[config.mk]
export PLATFORM = sky130hd
export DESIGN_NAME = eeprom_pin_port
export DESIGN_NICKNAME = d
export VERILOG_FILES = /design/src/hdl/eeprom_port_pkg.sv /design/src/hdl/eeprom_sync_if.sv /design/src/hdl/eeprom_pin_port.sv /design/src/hdl/pin_sync.sv
export SDC_FILE = /design/constraint.sdc
export NUM_CORES = 1
export LEC_CHECK = 0
export BUFFER_PORTS_ARGS = -buffer_cell sky130_fd_sc_hd__buf_2
export CORE_UTILIZATION = 40
export DETAILED_ROUTE_END_ITERATION = 7
export PLACE_DENSITY = 0.62
export SLEW_MARGIN = 20
export SYNTH_ARGS = -nofsm -noshare
export SYNTH_HDL_FRONTEND = slang
export SYNTH_SLANG_ARGS = --single-unit
[constraint.sdc]
create_clock -name REF_CLK -period 2.1 [get_ports REF_CLK]
set_clock_uncertainty 0.15 [all_clocks]
set_input_delay 0.315 -clock REF_CLK [delete_from_list [all_inputs] [get_ports REF_CLK]]
set_output_delay 0.315 -clock REF_CLK [all_outputs]
set_load 0.005 [all_outputs]
[src/hdl/eeprom_port_pkg.sv]
package eeprom_port_pkg;
    // Bit positions of the eeprom access register
    localparam int ACC_SERIAL_BIT = 0;
    localparam int ACC_CLOCK_BIT  = 1;
    localparam int ACC_SELECT_BIT = 2;
    localparam int ACC_WIDTH      = 3;
    // Serial clock timing
    localparam int CLK_PERIOD_NS  = 8;
    localparam int SK_HALF_NS     = 800;
    localparam int SK_HALF_CYC    = (SK_HALF_NS + CLK_PERIOD_NS - 1) / CLK_PERIOD_NS;
    localparam int HALF_CNT_W     = 8;
    // Read command: start bit, opcode 10, address
    localparam int ADDR_W         = 6;
    localparam int CMD_W          = 3 + ADDR_W;
    localparam logic [CMD_W-1:0] READ_CMD = {3'h6, 6'h00};
    localparam int WORD_W         = 16;
    localparam int NUM_WORDS      = 64;
    localparam int BIT_CNT_W      = 5;
    localparam int WORD_CNT_W     = 7;
    localparam logic [WORD_CNT_W-1:0] LAST_WORD = 7'h3f;
    // Synchroniser depth
    localparam int SYNC_W         = 3;
endpackage : eeprom_port_pkg

[src/hdl/eeprom_sync_if.sv]
`timescale 1ns/100ps
`default_nettype none
// Synchronised eeprom pin level passed from the synchroniser
interface eeprom_sync_if;
    logic level;
    modport src (output level);
    modport dst (input level);
endinterface : eeprom_sync_if
`default_nettype wire

[src/hdl/eeprom_pin_port.sv]
`timescale 1ns/100ps
`default_nettype none
// Overview of operation
// RULE1 - Reader drives serial clock, else host bit1
// RULE2 - Sample clock pin at reset release
// RULE3 - Host reads data-out level at bit0
// RULE4 - Reader drives select in command, else bit2
// RULE5 - Reader drives data-in in command, else bit0
// RULE6 - EEPROM lines shared with three LED outputs
// RULE7 - Reset held at least thirty clocks
// RULE8 - Reader sends command, address, then clocks words
module eeprom_pin_port
    import eeprom_port_pkg::*;
(
    // Clock and reset
    input  wire logic                   REF_CLK,
    input  wire logic                   RESET_N,
    // Reader control and output
    input  wire logic                   READ_START,
    output logic                        READ_BUSY,
    output logic                        WORD_VALID,
    output logic [WORD_W-1:0]           WORD_DATA,
    output logic [ADDR_W-1:0]           WORD_ADDR,
    // Host access register
    input  wire logic [ACC_WIDTH-1:0]   ACC_WDATA,
    input  wire logic                   ACC_WE,
    output logic [ACC_WIDTH-1:0]        ACC_RDATA,
    output logic                        EEPROM_PRESENT_FLAG,
    // LED sources
    input  wire logic                   RECEIVE_ACTIVITY_LED,
    input  wire logic                   TRANSMIT_ACTIVITY_LED,
    input  wire logic                   LINK_STATUS_LED,
    input  wire logic                   LED_MODE,
    // Shared pins
    input  wire logic                   EEPROM_SERIAL_CLOCK_IN,
    output logic                        EEPROM_SERIAL_CLOCK_OUT,
    output logic                        EEPROM_SERIAL_CLOCK_OE,
    input  wire logic                   EEPROM_SERIAL_OUT_IN,
    output logic                        EEPROM_SERIAL_OUT_OUT,
    output logic                        EEPROM_SERIAL_OUT_OE,
    output logic                        EEPROM_CHIP_SELECT,
    output logic                        EEPROM_SERIAL_IN
);
    typedef enum logic [2:0] {ST_STRAP, ST_IDLE, ST_CMD, ST_DATA, ST_GAP} rd_state_t;

    typedef struct packed {
        rd_state_t              state;
        logic                   present;
        logic [ACC_WIDTH-1:0]   acc;
        logic                   sk;
        logic                   cs;
        logic                   di;
        logic [HALF_CNT_W-1:0]  half_cnt;
        logic [BIT_CNT_W-1:0]   bit_cnt;
        logic [WORD_CNT_W-1:0]  word_cnt;
        logic [CMD_W-1:0]       cmd_sh;
        logic [WORD_W-1:0]      data_sh;
        logic                   valid;
        logic [WORD_W-1:0]      word;
        logic [ADDR_W-1:0]      waddr;
    } port_state_t;

    port_state_t s_reg;
    port_state_t s_next;

    eeprom_sync_if dout_if();
    eeprom_sync_if skin_if();

    pin_sync u_dout_sync (
        .REF_CLK (REF_CLK),
        .RESET_N (RESET_N),
        .PIN     (EEPROM_SERIAL_OUT_IN),
        .sync    (dout_if)
    );

    pin_sync u_sk_sync (
        .REF_CLK (REF_CLK),
        .RESET_N (RESET_N),
        .PIN     (EEPROM_SERIAL_CLOCK_IN),
        .sync    (skin_if)
    );

    logic half_done;
    logic reading;
    assign half_done = (s_reg.half_cnt == HALF_CNT_W'(SK_HALF_CYC - 1));
    assign reading   = (s_reg.state == ST_CMD) || (s_reg.state == ST_DATA)
                     || (s_reg.state == ST_GAP);

    // Reader sequencer and host register
    always_comb begin
        s_next = s_reg;
        s_next.valid = 1'b0;
        if (ACC_WE) begin
            s_next.acc = ACC_WDATA;
        end
        unique case (s_reg.state)
            // Pin left undriven; wait for the synchroniser to fill with the strap level,
            // since its reset value would otherwise be taken for an absent memory
            ST_STRAP: begin
                s_next.half_cnt = s_reg.half_cnt + HALF_CNT_W'(1);
                if (s_reg.half_cnt == HALF_CNT_W'(SYNC_W + 1)) begin
                    s_next.present  = skin_if.level;  // [RULE2] [RULE7]
                    s_next.half_cnt = '0;
                    s_next.state    = ST_IDLE;
                end
            end
            ST_IDLE: begin
                s_next.sk = 1'b0;
                s_next.cs = 1'b0;
                s_next.di = 1'b0;
                if (READ_START && s_reg.present) begin
                    s_next.state    = ST_CMD;
                    s_next.cs       = 1'b1;
                    s_next.cmd_sh   = READ_CMD;
                    s_next.di       = READ_CMD[CMD_W-1];
                    s_next.bit_cnt  = '0;
                    s_next.word_cnt = '0;
                    s_next.half_cnt = '0;
                end
            end
            ST_CMD, ST_DATA: begin
                s_next.half_cnt = s_reg.half_cnt + HALF_CNT_W'(1);
                if (half_done) begin
                    s_next.half_cnt = '0;
                    s_next.sk       = ~s_reg.sk;
                    if (s_reg.sk) begin
                        // Falling edge: advance bit count and command bit
                        s_next.bit_cnt = s_reg.bit_cnt + BIT_CNT_W'(1);
                        if (s_reg.state == ST_CMD) begin
                            s_next.cmd_sh = {s_reg.cmd_sh[CMD_W-2:0], 1'b0};
                            s_next.di     = s_reg.cmd_sh[CMD_W-2];  // [RULE5] [RULE8]
                            if (s_reg.bit_cnt == BIT_CNT_W'(CMD_W - 1)) begin
                                s_next.state   = ST_DATA;
                                s_next.di      = 1'b0;
                                s_next.bit_cnt = '0;
                            end
                        end else if (s_reg.bit_cnt == BIT_CNT_W'(WORD_W - 1)) begin
                            s_next.bit_cnt  = '0;
                            s_next.valid    = 1'b1;
                            s_next.word     = s_reg.data_sh;
                            s_next.waddr    = s_reg.word_cnt[ADDR_W-1:0];
                            s_next.word_cnt = s_reg.word_cnt + WORD_CNT_W'(1);
                            if (s_reg.word_cnt == LAST_WORD) begin
                                s_next.state = ST_GAP;
                                s_next.cs    = 1'b0;  // [RULE4]
                            end
                        end
                    end else if (s_reg.state == ST_DATA) begin
                        // Rising edge: sample data-out
                        s_next.data_sh = {s_reg.data_sh[WORD_W-2:0], dout_if.level};  // [RULE8]
                    end
                end
            end
            ST_GAP: begin
                s_next.sk    = 1'b0;
                s_next.state = ST_IDLE;
            end
            default: s_next.state = ST_IDLE;
        endcase
    end

    always_ff @(posedge REF_CLK or negedge RESET_N) begin
        if (!RESET_N) begin
            s_reg       <= '0;
            s_reg.state <= ST_STRAP;
        end else begin
            s_reg <= s_next;
        end
    end

    // Reader owns clock, select and data-in while active, host bits or LEDs otherwise
    assign EEPROM_SERIAL_CLOCK_OUT = reading ? s_reg.sk
                                   : (LED_MODE ? RECEIVE_ACTIVITY_LED
                                      : s_reg.acc[ACC_CLOCK_BIT]);  // [RULE1] [RULE6]
    assign EEPROM_SERIAL_CLOCK_OE  = (s_reg.state != ST_STRAP);
    assign EEPROM_CHIP_SELECT      = reading ? s_reg.cs : s_reg.acc[ACC_SELECT_BIT];  // [RULE4]
    assign EEPROM_SERIAL_IN        = reading ? s_reg.di
                                   : (LED_MODE ? LINK_STATUS_LED
                                      : s_reg.acc[ACC_SERIAL_BIT]);  // [RULE5] [RULE6]
    // Data-out pin only drives LED when no reader or eeprom needs it
    assign EEPROM_SERIAL_OUT_OUT   = TRANSMIT_ACTIVITY_LED;  // [RULE6]
    assign EEPROM_SERIAL_OUT_OE    = LED_MODE && !reading && !s_reg.acc[ACC_SELECT_BIT];
    assign ACC_RDATA               = {s_reg.acc[ACC_SELECT_BIT], s_reg.acc[ACC_CLOCK_BIT],
                                      dout_if.level};  // [RULE3]
    assign EEPROM_PRESENT_FLAG     = s_reg.present;
    assign READ_BUSY               = reading;
    assign WORD_VALID              = s_reg.valid;
    assign WORD_DATA               = s_reg.word;
    assign WORD_ADDR               = s_reg.waddr;

    // Strap taken once the synchroniser holds the pin level
    property p_strap;
        @(posedge REF_CLK) disable iff (!RESET_N)
        (s_reg.state == ST_STRAP) && (s_reg.half_cnt == HALF_CNT_W'(SYNC_W + 1))
        |=> (EEPROM_PRESENT_FLAG == $past(skin_if.level));
    endproperty
    a_strap: assert property (p_strap) else $error("present flag not sampled");  // [RULE2]

    property p_clk_host;
        @(posedge REF_CLK) disable iff (!RESET_N)
        (!reading && !LED_MODE) |-> (EEPROM_SERIAL_CLOCK_OUT == s_reg.acc[ACC_CLOCK_BIT]);
    endproperty
    a_clk_host: assert property (p_clk_host) else $error("clock not host driven");  // [RULE1]

    property p_cs_read;
        @(posedge REF_CLK) disable iff (!RESET_N)
        ($rose(reading)) |-> EEPROM_CHIP_SELECT;
    endproperty
    a_cs_read: assert property (p_cs_read) else $error("select low at read start");  // [RULE4]

    property p_cs_host;
        @(posedge REF_CLK) disable iff (!RESET_N)
        (!reading) |-> (EEPROM_CHIP_SELECT == s_reg.acc[ACC_SELECT_BIT]);
    endproperty
    a_cs_host: assert property (p_cs_host) else $error("select not host driven");  // [RULE4]

    property p_di_host;
        @(posedge REF_CLK) disable iff (!RESET_N)
        (!reading && !LED_MODE) |-> (EEPROM_SERIAL_IN == s_reg.acc[ACC_SERIAL_BIT]);
    endproperty
    a_di_host: assert property (p_di_host) else $error("data-in not host driven");  // [RULE5]

    property p_dout_read;
        @(posedge REF_CLK) disable iff (!RESET_N)
        1'b1 |-> (ACC_RDATA[ACC_SERIAL_BIT] == dout_if.level);
    endproperty
    a_dout_read: assert property (p_dout_read) else $error("data-out not visible");  // [RULE3]

    property p_led_rx;
        @(posedge REF_CLK) disable iff (!RESET_N)
        (!reading && LED_MODE) |-> (EEPROM_SERIAL_CLOCK_OUT == RECEIVE_ACTIVITY_LED);
    endproperty
    a_led_rx: assert property (p_led_rx) else $error("receive led not routed");  // [RULE6]

    property p_start_bit;
        @(posedge REF_CLK) disable iff (!RESET_N)
        ($rose(reading)) |-> EEPROM_SERIAL_IN ##1 (s_reg.sk == 1'b0);
    endproperty
    a_start_bit: assert property (p_start_bit) else $error("no start bit");  // [RULE8]
endmodule : eeprom_pin_port
`default_nettype wire

[src/hdl/pin_sync.sv]
`timescale 1ns/100ps
`default_nettype none
// Three-stage synchroniser; output changes once stages two and three agree
module pin_sync
    import eeprom_port_pkg::*;
(
    // Clock and reset
    input  wire logic         REF_CLK,
    input  wire logic         RESET_N,
    // Pin and result
    input  wire logic         PIN,
    eeprom_sync_if.src        sync
);
    typedef struct packed {
        logic [SYNC_W-1:0] stage;
        logic              level;
    } sync_state_t;

    sync_state_t st_reg;
    sync_state_t st_next;

    // Stage one feeds only stage two
    always_comb begin
        st_next = st_reg;
        st_next.stage = {st_reg.stage[SYNC_W-2:0], PIN};
        if (st_reg.stage[1] == st_reg.stage[2]) begin
            st_next.level = st_reg.stage[2];
        end
    end

    always_ff @(posedge REF_CLK or negedge RESET_N) begin
        if (!RESET_N) begin
            st_reg <= '0;
        end else begin
            st_reg <= st_next;
        end
    end

    assign sync.level = st_reg.level;
endmodule : pin_sync
`default_nettype wire

==> results.json, run 1 <==
{
  "slew_violations": 0,
  "yosys.cell_types.count": 53,
  "synth-main-ff-cell": "dfrtp_1",
  "crit_fanout": 7,
  "hold_depth": 2,
  "final.hold.worst_slack_ns": 0.03289,
  "num_antenna_cells": 0,
  "first_global_vias": 2680,
  "initial_antenna_violation_count": 0,
  "maxClockFrequency_mhz": 479.0,
  "synthesis.instances": 398,
  "slew_headroom": 0.7394,
  "coreArea_mm2": 0.009819,
  "critical_path.n_buffers_inverters": 1,
  "syn2layout_area_growth_pct": 15.64,
  "synth-seq-cells": 84,
  "rsz0062_at_grt": "true",
  "period_share": 0.9942,
  "vdd_drop_max_uv": 567.4,
  "global_route_wire_length_before_repair_mm": 12.41,
  "die_height_um": 102.9,
  "synth_edf_count": 0,
  "avgSynthCellArea_um2": 10.23,
  "cp_slowest_stage_delay_ns": 0.41,
  "drt-wirelength-per-cell_um": 12.82,
  "finalNonFillerCells": 582,
  "dp.cells": 558,
  "finalHoldViolCount": 0,
  "globalRouteOverflowTotal": 0,
  "io_pins": 47,
  "postSynth.asyncResetShare": 1.000,
  "critical_path_required_ns": 2.22,
  "sum_of_routed_wire_length_over_all_layers_mm": 7.461,
  "switching_portion_of_total_power": 0.3328,
  "buffers_added_on_ports": 44,
  "num-fill-cells": 949,
  "floorplan.die.width_um": 102.9,
  "critical_path_class": "reg2reg",
  "run_status": "complete, no violations",
  "slew_at_the_pin_with_the_worst_max_slew_slack_ns": 0.3909,
  "htree_num_levels": 3,
  "cp_common_cell": "o41ai_4",
  "placement_rows": 36,
  "drc": 0,
  "critical_path_cell_count": 7,
  "synthesis.area_mm2": 0.004071,
  "clkPwrFrac": 0.256,
  "post-route-min-period_ns": 2.088,
  "share_of_synthesized_area_occupied_by_flip_flops_and_latches": 0.5163,
  "count_of_yosys_warnings_during_synthesis": 0,
  "groute.usage.overall": 0.1520,
  "synth_fp_nets": 417,
  "cts.root.buffer_cell": "clkbuf_8",
  "setup.worst_path.end_class": "register",
  "cts_sinks": 84,
  "largest_reg_flops": 50,
  "placement.cell_area_mm2": 0.004392,
  "postRouteAntennaNets": 0,
  "combPwrFrac": 0.295,
  "slowest_stage": "dfrtp_1",
  "design_area_mm2": 0.004708,
  "timing.critical_path.cells": "ha_2, and4b_2, a22oi_2, o41ai_4, buf_4, or2_4, o41ai_4",
  "worst-r2r-setup-slack_ns": 0.01,
  "post_drt_via_cell_ratio": 4.892,
  "critPathLaunchType": "register",
  "detailedRoute.firstIterationViolations": 120,
  "insertion_delay_ns": 0.36,
  "cp.arrival_ns": 2.20,
  "power.sequential.fraction": 0.449,
  "vias": 2847,
  "cellPowerDensity_mw_per_mm2": 903.2,
  "leakagePower_nw": 2.306,
  "floorplan.die_area_mm2": 0.01059,
  "finalCoreUtilization": 0.4795,
  "final_layout_size_suffix_gt1_frac": 0.2851,
  "final_setup_violation_count": 0,
  "tritoncts_clock_tree": "yes",
  "clkTransAtPathRegs_ns": 0.10,
  "critical-path-top-delay-family": "simple AND/OR/NAND/NOR gates",
  "start_util": 0.4146,
  "internal_power_consumption_w": 0.002837,
  "cts_buffers": 9,
  "fin_total_pwr_w": 0.004252,
  "place.detailed.hpwl_mm": 5.233,
  "drv_cap": 0,
  "switching_power_w": 0.001415,
  "worst_r2r_path_depth": 7,
  "max-clock-path-buffers": 2,
  "worst_min_delay_path_category": "in2reg",
  "first_pass_iters": 4,
  "gpl.final_weighted_congestion": 0.7888,
  "final_nets": 463,
  "pin_count_of_the_biggest_net_entering_global_routing": 38
}
-- synthesized netlist by cell type (all sizes together), types with 2 or more instances --
library cell,instances,area share
nor2,20,0.018
or3,3,0.0046
nor3,4,0.012
or2,4,0.0061
a22o,3,0.0086
a2bb2oi,3,0.0065
nor2b,6,0.0092
nand2b,5,0.0095
o211ai,2,0.0037
maj3,2,0.0049
buf,37,0.067
nor3b,2,0.0037
nand3,18,0.025
mux2,23,0.064
ha,6,0.018
o31ai,4,0.011
nand2,87,0.080
a21oi,10,0.013
o41ai,3,0.013
a21o,3,0.0055
o21bai,2,0.0037
dfrtp,84,0.52
and4b,2,0.0049
nand4,2,0.0031
and3,4,0.0061
a31oi,4,0.0061
o2bb2ai,2,0.0043
clkbuf,4,0.0037
mux2i,2,0.0049
o21ai,27,0.033
nand4b,2,0.0043
inv,11,0.010
-- placed cells by master, fill, tap and decap left out, types with 3 or more instances in the layout --
cell type	n
nand2_1	87
dfrtp_1	83
buf_2	43
buf_4	24
nor2_1	19
o21ai_0	17
nand3_1	16
mux2_1	12
inv_1	11
mux2_2	11
o21ai_1	10
clkbuf_8	10
a21oi_1	8
nor2b_1	5
ha_1	5
nand2b_1	4
and3_1	4
a31oi_1	4
or3_1	3
a21o_1	3
o31ai_2	3
dlygate4sd3_1	3
buf_12	3
buf_6	3
-- path summary, 6_finish.rpt --
kind	from	to
min in group asynchronous	RESET_N	WORD_DATA[3]
max in group asynchronous	RESET_N	s_reg[75]
worst min-delay path	ACC_WDATA[1]	ACC_RDATA[1]
worst max-delay path	s_reg[60]	s_reg[67]
worst max register to register	s_reg[60]	s_reg[67]
worst min register to register	u_dout_sync.st_next[2]	u_dout_sync.st_next[3]
-- routing by layer --
metal,track usage,wire length (um),vias up
li1,-,-,1428
met1,0.1998,3560,1350
met2,0.2415,3473,55
met3,0.03525,275,14
met4,0.06392,152,0
met5,0,0,-
-- area by class of cell --
type / count / area [um^2] / share of cell area
multi-input combinational: 262 / 1694 / 0.3598
tap: 133 / 166.4 / 0.03534
timing repair buffer: 76 / 519.2 / 0.1103
clock buffer: 10 / 137.6 / 0.02923
clock inverter: 6 / 46.29 / 0.009833
sequential: 84 / 2103 / 0.4467
inverter: 11 / 41.29 / 0.008770
-- cells by family (layout without fill, tap and decap cells) --
| group | Yosys count | after routing | synth area share |
|---|---|---|---|
| adder cells (fa/ha/maj) | 8 | 8 | 0.02336 |
| AND/OR/NAND/NOR | 162 | 162 | 0.1936 |
| flip-flops | 84 | 84 | 0.5163 |
| multiplexers | 25 | 25 | 0.06853 |
| AO/OA/AOI/OAI | 67 | 67 | 0.1177 |
| buffers and inverters | 52 | 103 | 0.08051 |
-- power groups by stage --
stage                     Sequential, W  Combinational (W)  Clock (W)
after global routing            0.00194            0.00141    0.00120
after detailed placement        0.00194            0.00111          0
after global placement          0.00193            0.00111          0
after CTS                       0.00191            0.00116    0.00113
after floorplan                 0.00190           0.000788          0
final                           0.00191            0.00125    0.00109
-- metrics by stage --
| stage | setup TNS, ns | setup slack (ns) |
|---|---|---|
| after floorplan | 0 | 0.03500 |
| after global placement | 0 | 0.02062 |
| after detailed placement | -0.2611 | -0.06674 |
| after CTS | 0 | 0.01180 |
| after global routing | -0.4114 | -0.08140 |
| final | 0 | 0.01212 |
-- repair_timing --
action,CTS,global route
pin swaps,3,5
hold endpoints to repair,30,0
buffers inserted,1,6
resized for setup,4,13
hold buffers,3,0
endpoints found under the setup margin,11,16
gates cloned,0,0
Note: power is estimated with default switching activity, not from simulation.
==> run 2: changes to the inputs <==
--- a/config.mk
+++ b/config.mk
@@ -9,6 +9,7 @@
 export CORE_UTILIZATION = 40
 export DETAILED_ROUTE_END_ITERATION = 7
 export PLACE_DENSITY = 0.62
+export RECOVER_POWER = 100
 export SLEW_MARGIN = 20
 export SYNTH_ARGS = -nofsm -noshare
 export SYNTH_HDL_FRONTEND = slang
==> run 2 against run 1 <==
- via count shrank 0.32%
- first-iteration DRC count grew 10%
- power shrank 0.38%
- combinational power is essentially flat
- global-route usage is the same
- sequential power is essentially flat
- non-clock buffer count is the same
- cell count is the same
- clock power is essentially flat
- largest cell class unchanged
- sequential cell count is the same
==> results.json, run 2 (synthesis results as in run 1) <==
{
  "run_status": "complete, no violations",
  "clkTransAtPathRegs_ns": 0.10,
  "syn2layout_area_growth_pct": 14.32,
  "maxClockFrequency_mhz": 476.9,
  "finalNonFillerCells": 582,
  "postRouteAntennaNets": 0,
  "finalHoldViolCount": 0,
  "global_route_wire_length_before_repair_mm": 12.41,
  "buffers_added_on_ports": 44,
  "worst_min_delay_path_category": "in2reg",
  "cts.root.buffer_cell": "clkbuf_8",
  "layout_common_cells": "nand2_1 (87), dfrtp_1 (84), buf_2 (24)",
  "sum_of_routed_wire_length_over_all_layers_mm": 7.490,
  "num_antenna_cells": 0,
  "final_layout_size_suffix_gt1_frac": 0.2361,
  "period_share": 0.9985,
  "placement.cell_area_mm2": 0.004392,
  "place.detailed.hpwl_mm": 5.233,
  "fin_total_pwr_w": 0.004236,
  "design_area_mm2": 0.004654,
  "gpl.final_weighted_congestion": 0.7888,
  "htree_num_levels": 3,
  "slew_violations": 0,
  "leakagePower_nw": 2.217,
  "finalCoreUtilization": 0.4740,
  "drt-wirelength-per-cell_um": 12.87,
  "largest_reg_flops": 50,
  "cp.arrival_ns": 2.21,
  "crit_fanout": 7,
  "num-fill-cells": 968,
  "coreArea_mm2": 0.009819,
  "vdd_drop_max_uv": 567.4,
  "drv_cap": 0,
  "floorplan.die.width_um": 102.9,
  "critPathLaunchType": "register",
  "rsz0062_at_grt": "true",
  "post_drt_via_cell_ratio": 4.876,
  "first_pass_iters": 4,
  "post-route-min-period_ns": 2.097,
  "slew_headroom": 0.5186,
  "start_util": 0.4146,
  "final.hold.worst_slack_ns": 0.03229,
  "detailedRoute.firstIterationViolations": 132,
  "floorplan.die_area_mm2": 0.01059,
  "critical_path_required_ns": 2.22,
  "drc": 0,
  "first_global_vias": 2680,
  "max-clock-path-buffers": 2,
  "cellPowerDensity_mw_per_mm2": 910.2,
  "final_setup_violation_count": 0,
  "placement_rows": 36,
  "initial_antenna_violation_count": 0,
  "io_pins": 47,
  "mostFrequentLayoutCell": "nand2_1",
  "setup.worst_path.end_class": "register",
  "globalRouteOverflowTotal": 0,
  "groute.usage.overall": 0.1520,
  "insertion_delay_ns": 0.36,
  "final_nets": 463,
  "dp.cells": 558,
  "slew_at_the_pin_with_the_worst_max_slew_slack_ns": 0.7222,
  "cts_sinks": 84,
  "cts_buffers": 9,
  "die_height_um": 102.9,
  "critical_path_class": "reg2reg",
  "vias": 2838,
  "pin_count_of_the_biggest_net_entering_global_routing": 38,
  "tritoncts_clock_tree": "yes"
}
[run 2: cell types whose count changed in the layout (fill, tap and decap cells not counted), sizes merged]
| cell | previous run | this run |
|---|---|---|
| buf | 73 | 50 |
| clkbuf | 10 | 33 |
[run 2: layer usage]
layer / vias to the layer above / global-route usage / wire, um
met5: - / 0 / 0
met2: 55 / 0.2415 / 3461
li1: 1430 / - / -
met1: 1339 / 0.1998 / 3604
met4: 0 / 0.06392 / 153
met3: 14 / 0.03525 / 271
[run 2: path summary, 6_finish.rpt]
kind	slack (ns)	startpoint	end	cells after the start
setup / recovery	0.003	s_reg[60]	s_reg[67]	7
hold / removal	0.03	ACC_WDATA[1]	ACC_RDATA[1]	2
setup reg to reg	0.003	s_reg[60]	s_reg[67]	7
hold reg to reg	0.20	u_dout_sync.st_next[2]	u_dout_sync.st_next[3]	0
max in group asynchronous	0.37	RESET_N	s_reg[31]	3
min in group asynchronous	0.39	RESET_N	WORD_DATA[4]	2
[run 2: area by class of cell]
class	count	area, um^2	share of cell area
clock buffers	10	137.6	0.02957
inverters	11	41.29	0.008871
multi-input cells	262	1689	0.3629
clock inverters	6	46.29	0.009946
flip-flops and latches	84	2102	0.4516
repair buffers	76	471.7	0.1013
well taps	133	166.4	0.03575
[run 2: worst max-delay path, cell delays in order, from the launching register on]
cell,delay [ns]
dfrtp_1,0.41
ha_2,0.19
and4b_2,0.27
a22oi_2,0.24
o41ai_4,0.08
buf_4,0.17
or2_4,0.29
o41ai_4,0.20
[run 2: where the power goes]
part / switching (W) / internal [W] / leakage (nW) / total, W
Combinational: 0.000652 / 0.000586 / 1.01 / 0.00124
Clock: 0.000619 / 0.000470 / 0.0893 / 0.00109
Sequential: 0.000144 / 0.00176 / 1.12 / 0.00191
Total: 0.00141 / 0.00282 / 2.22 / 0.00424
[run 2: through the flow]
step	TNS (ns)	setup WS, ns
floorplan	0	0.03500
finish	0	0.003128
detailed placement	-0.2611	-0.06674
global route	-0.3740	-0.08140
CTS	0	0.01180
global placement	0	0.02062
[run 2: timing repair]
item                                   4_1_cts  5_1_grt
pin swaps                                    3        5
setup endpoints to repair                   11       16
resized for setup                            4       13
endpoints found under the hold margin       30        0
buffers inserted                             1        6
hold buffers                                 3        0
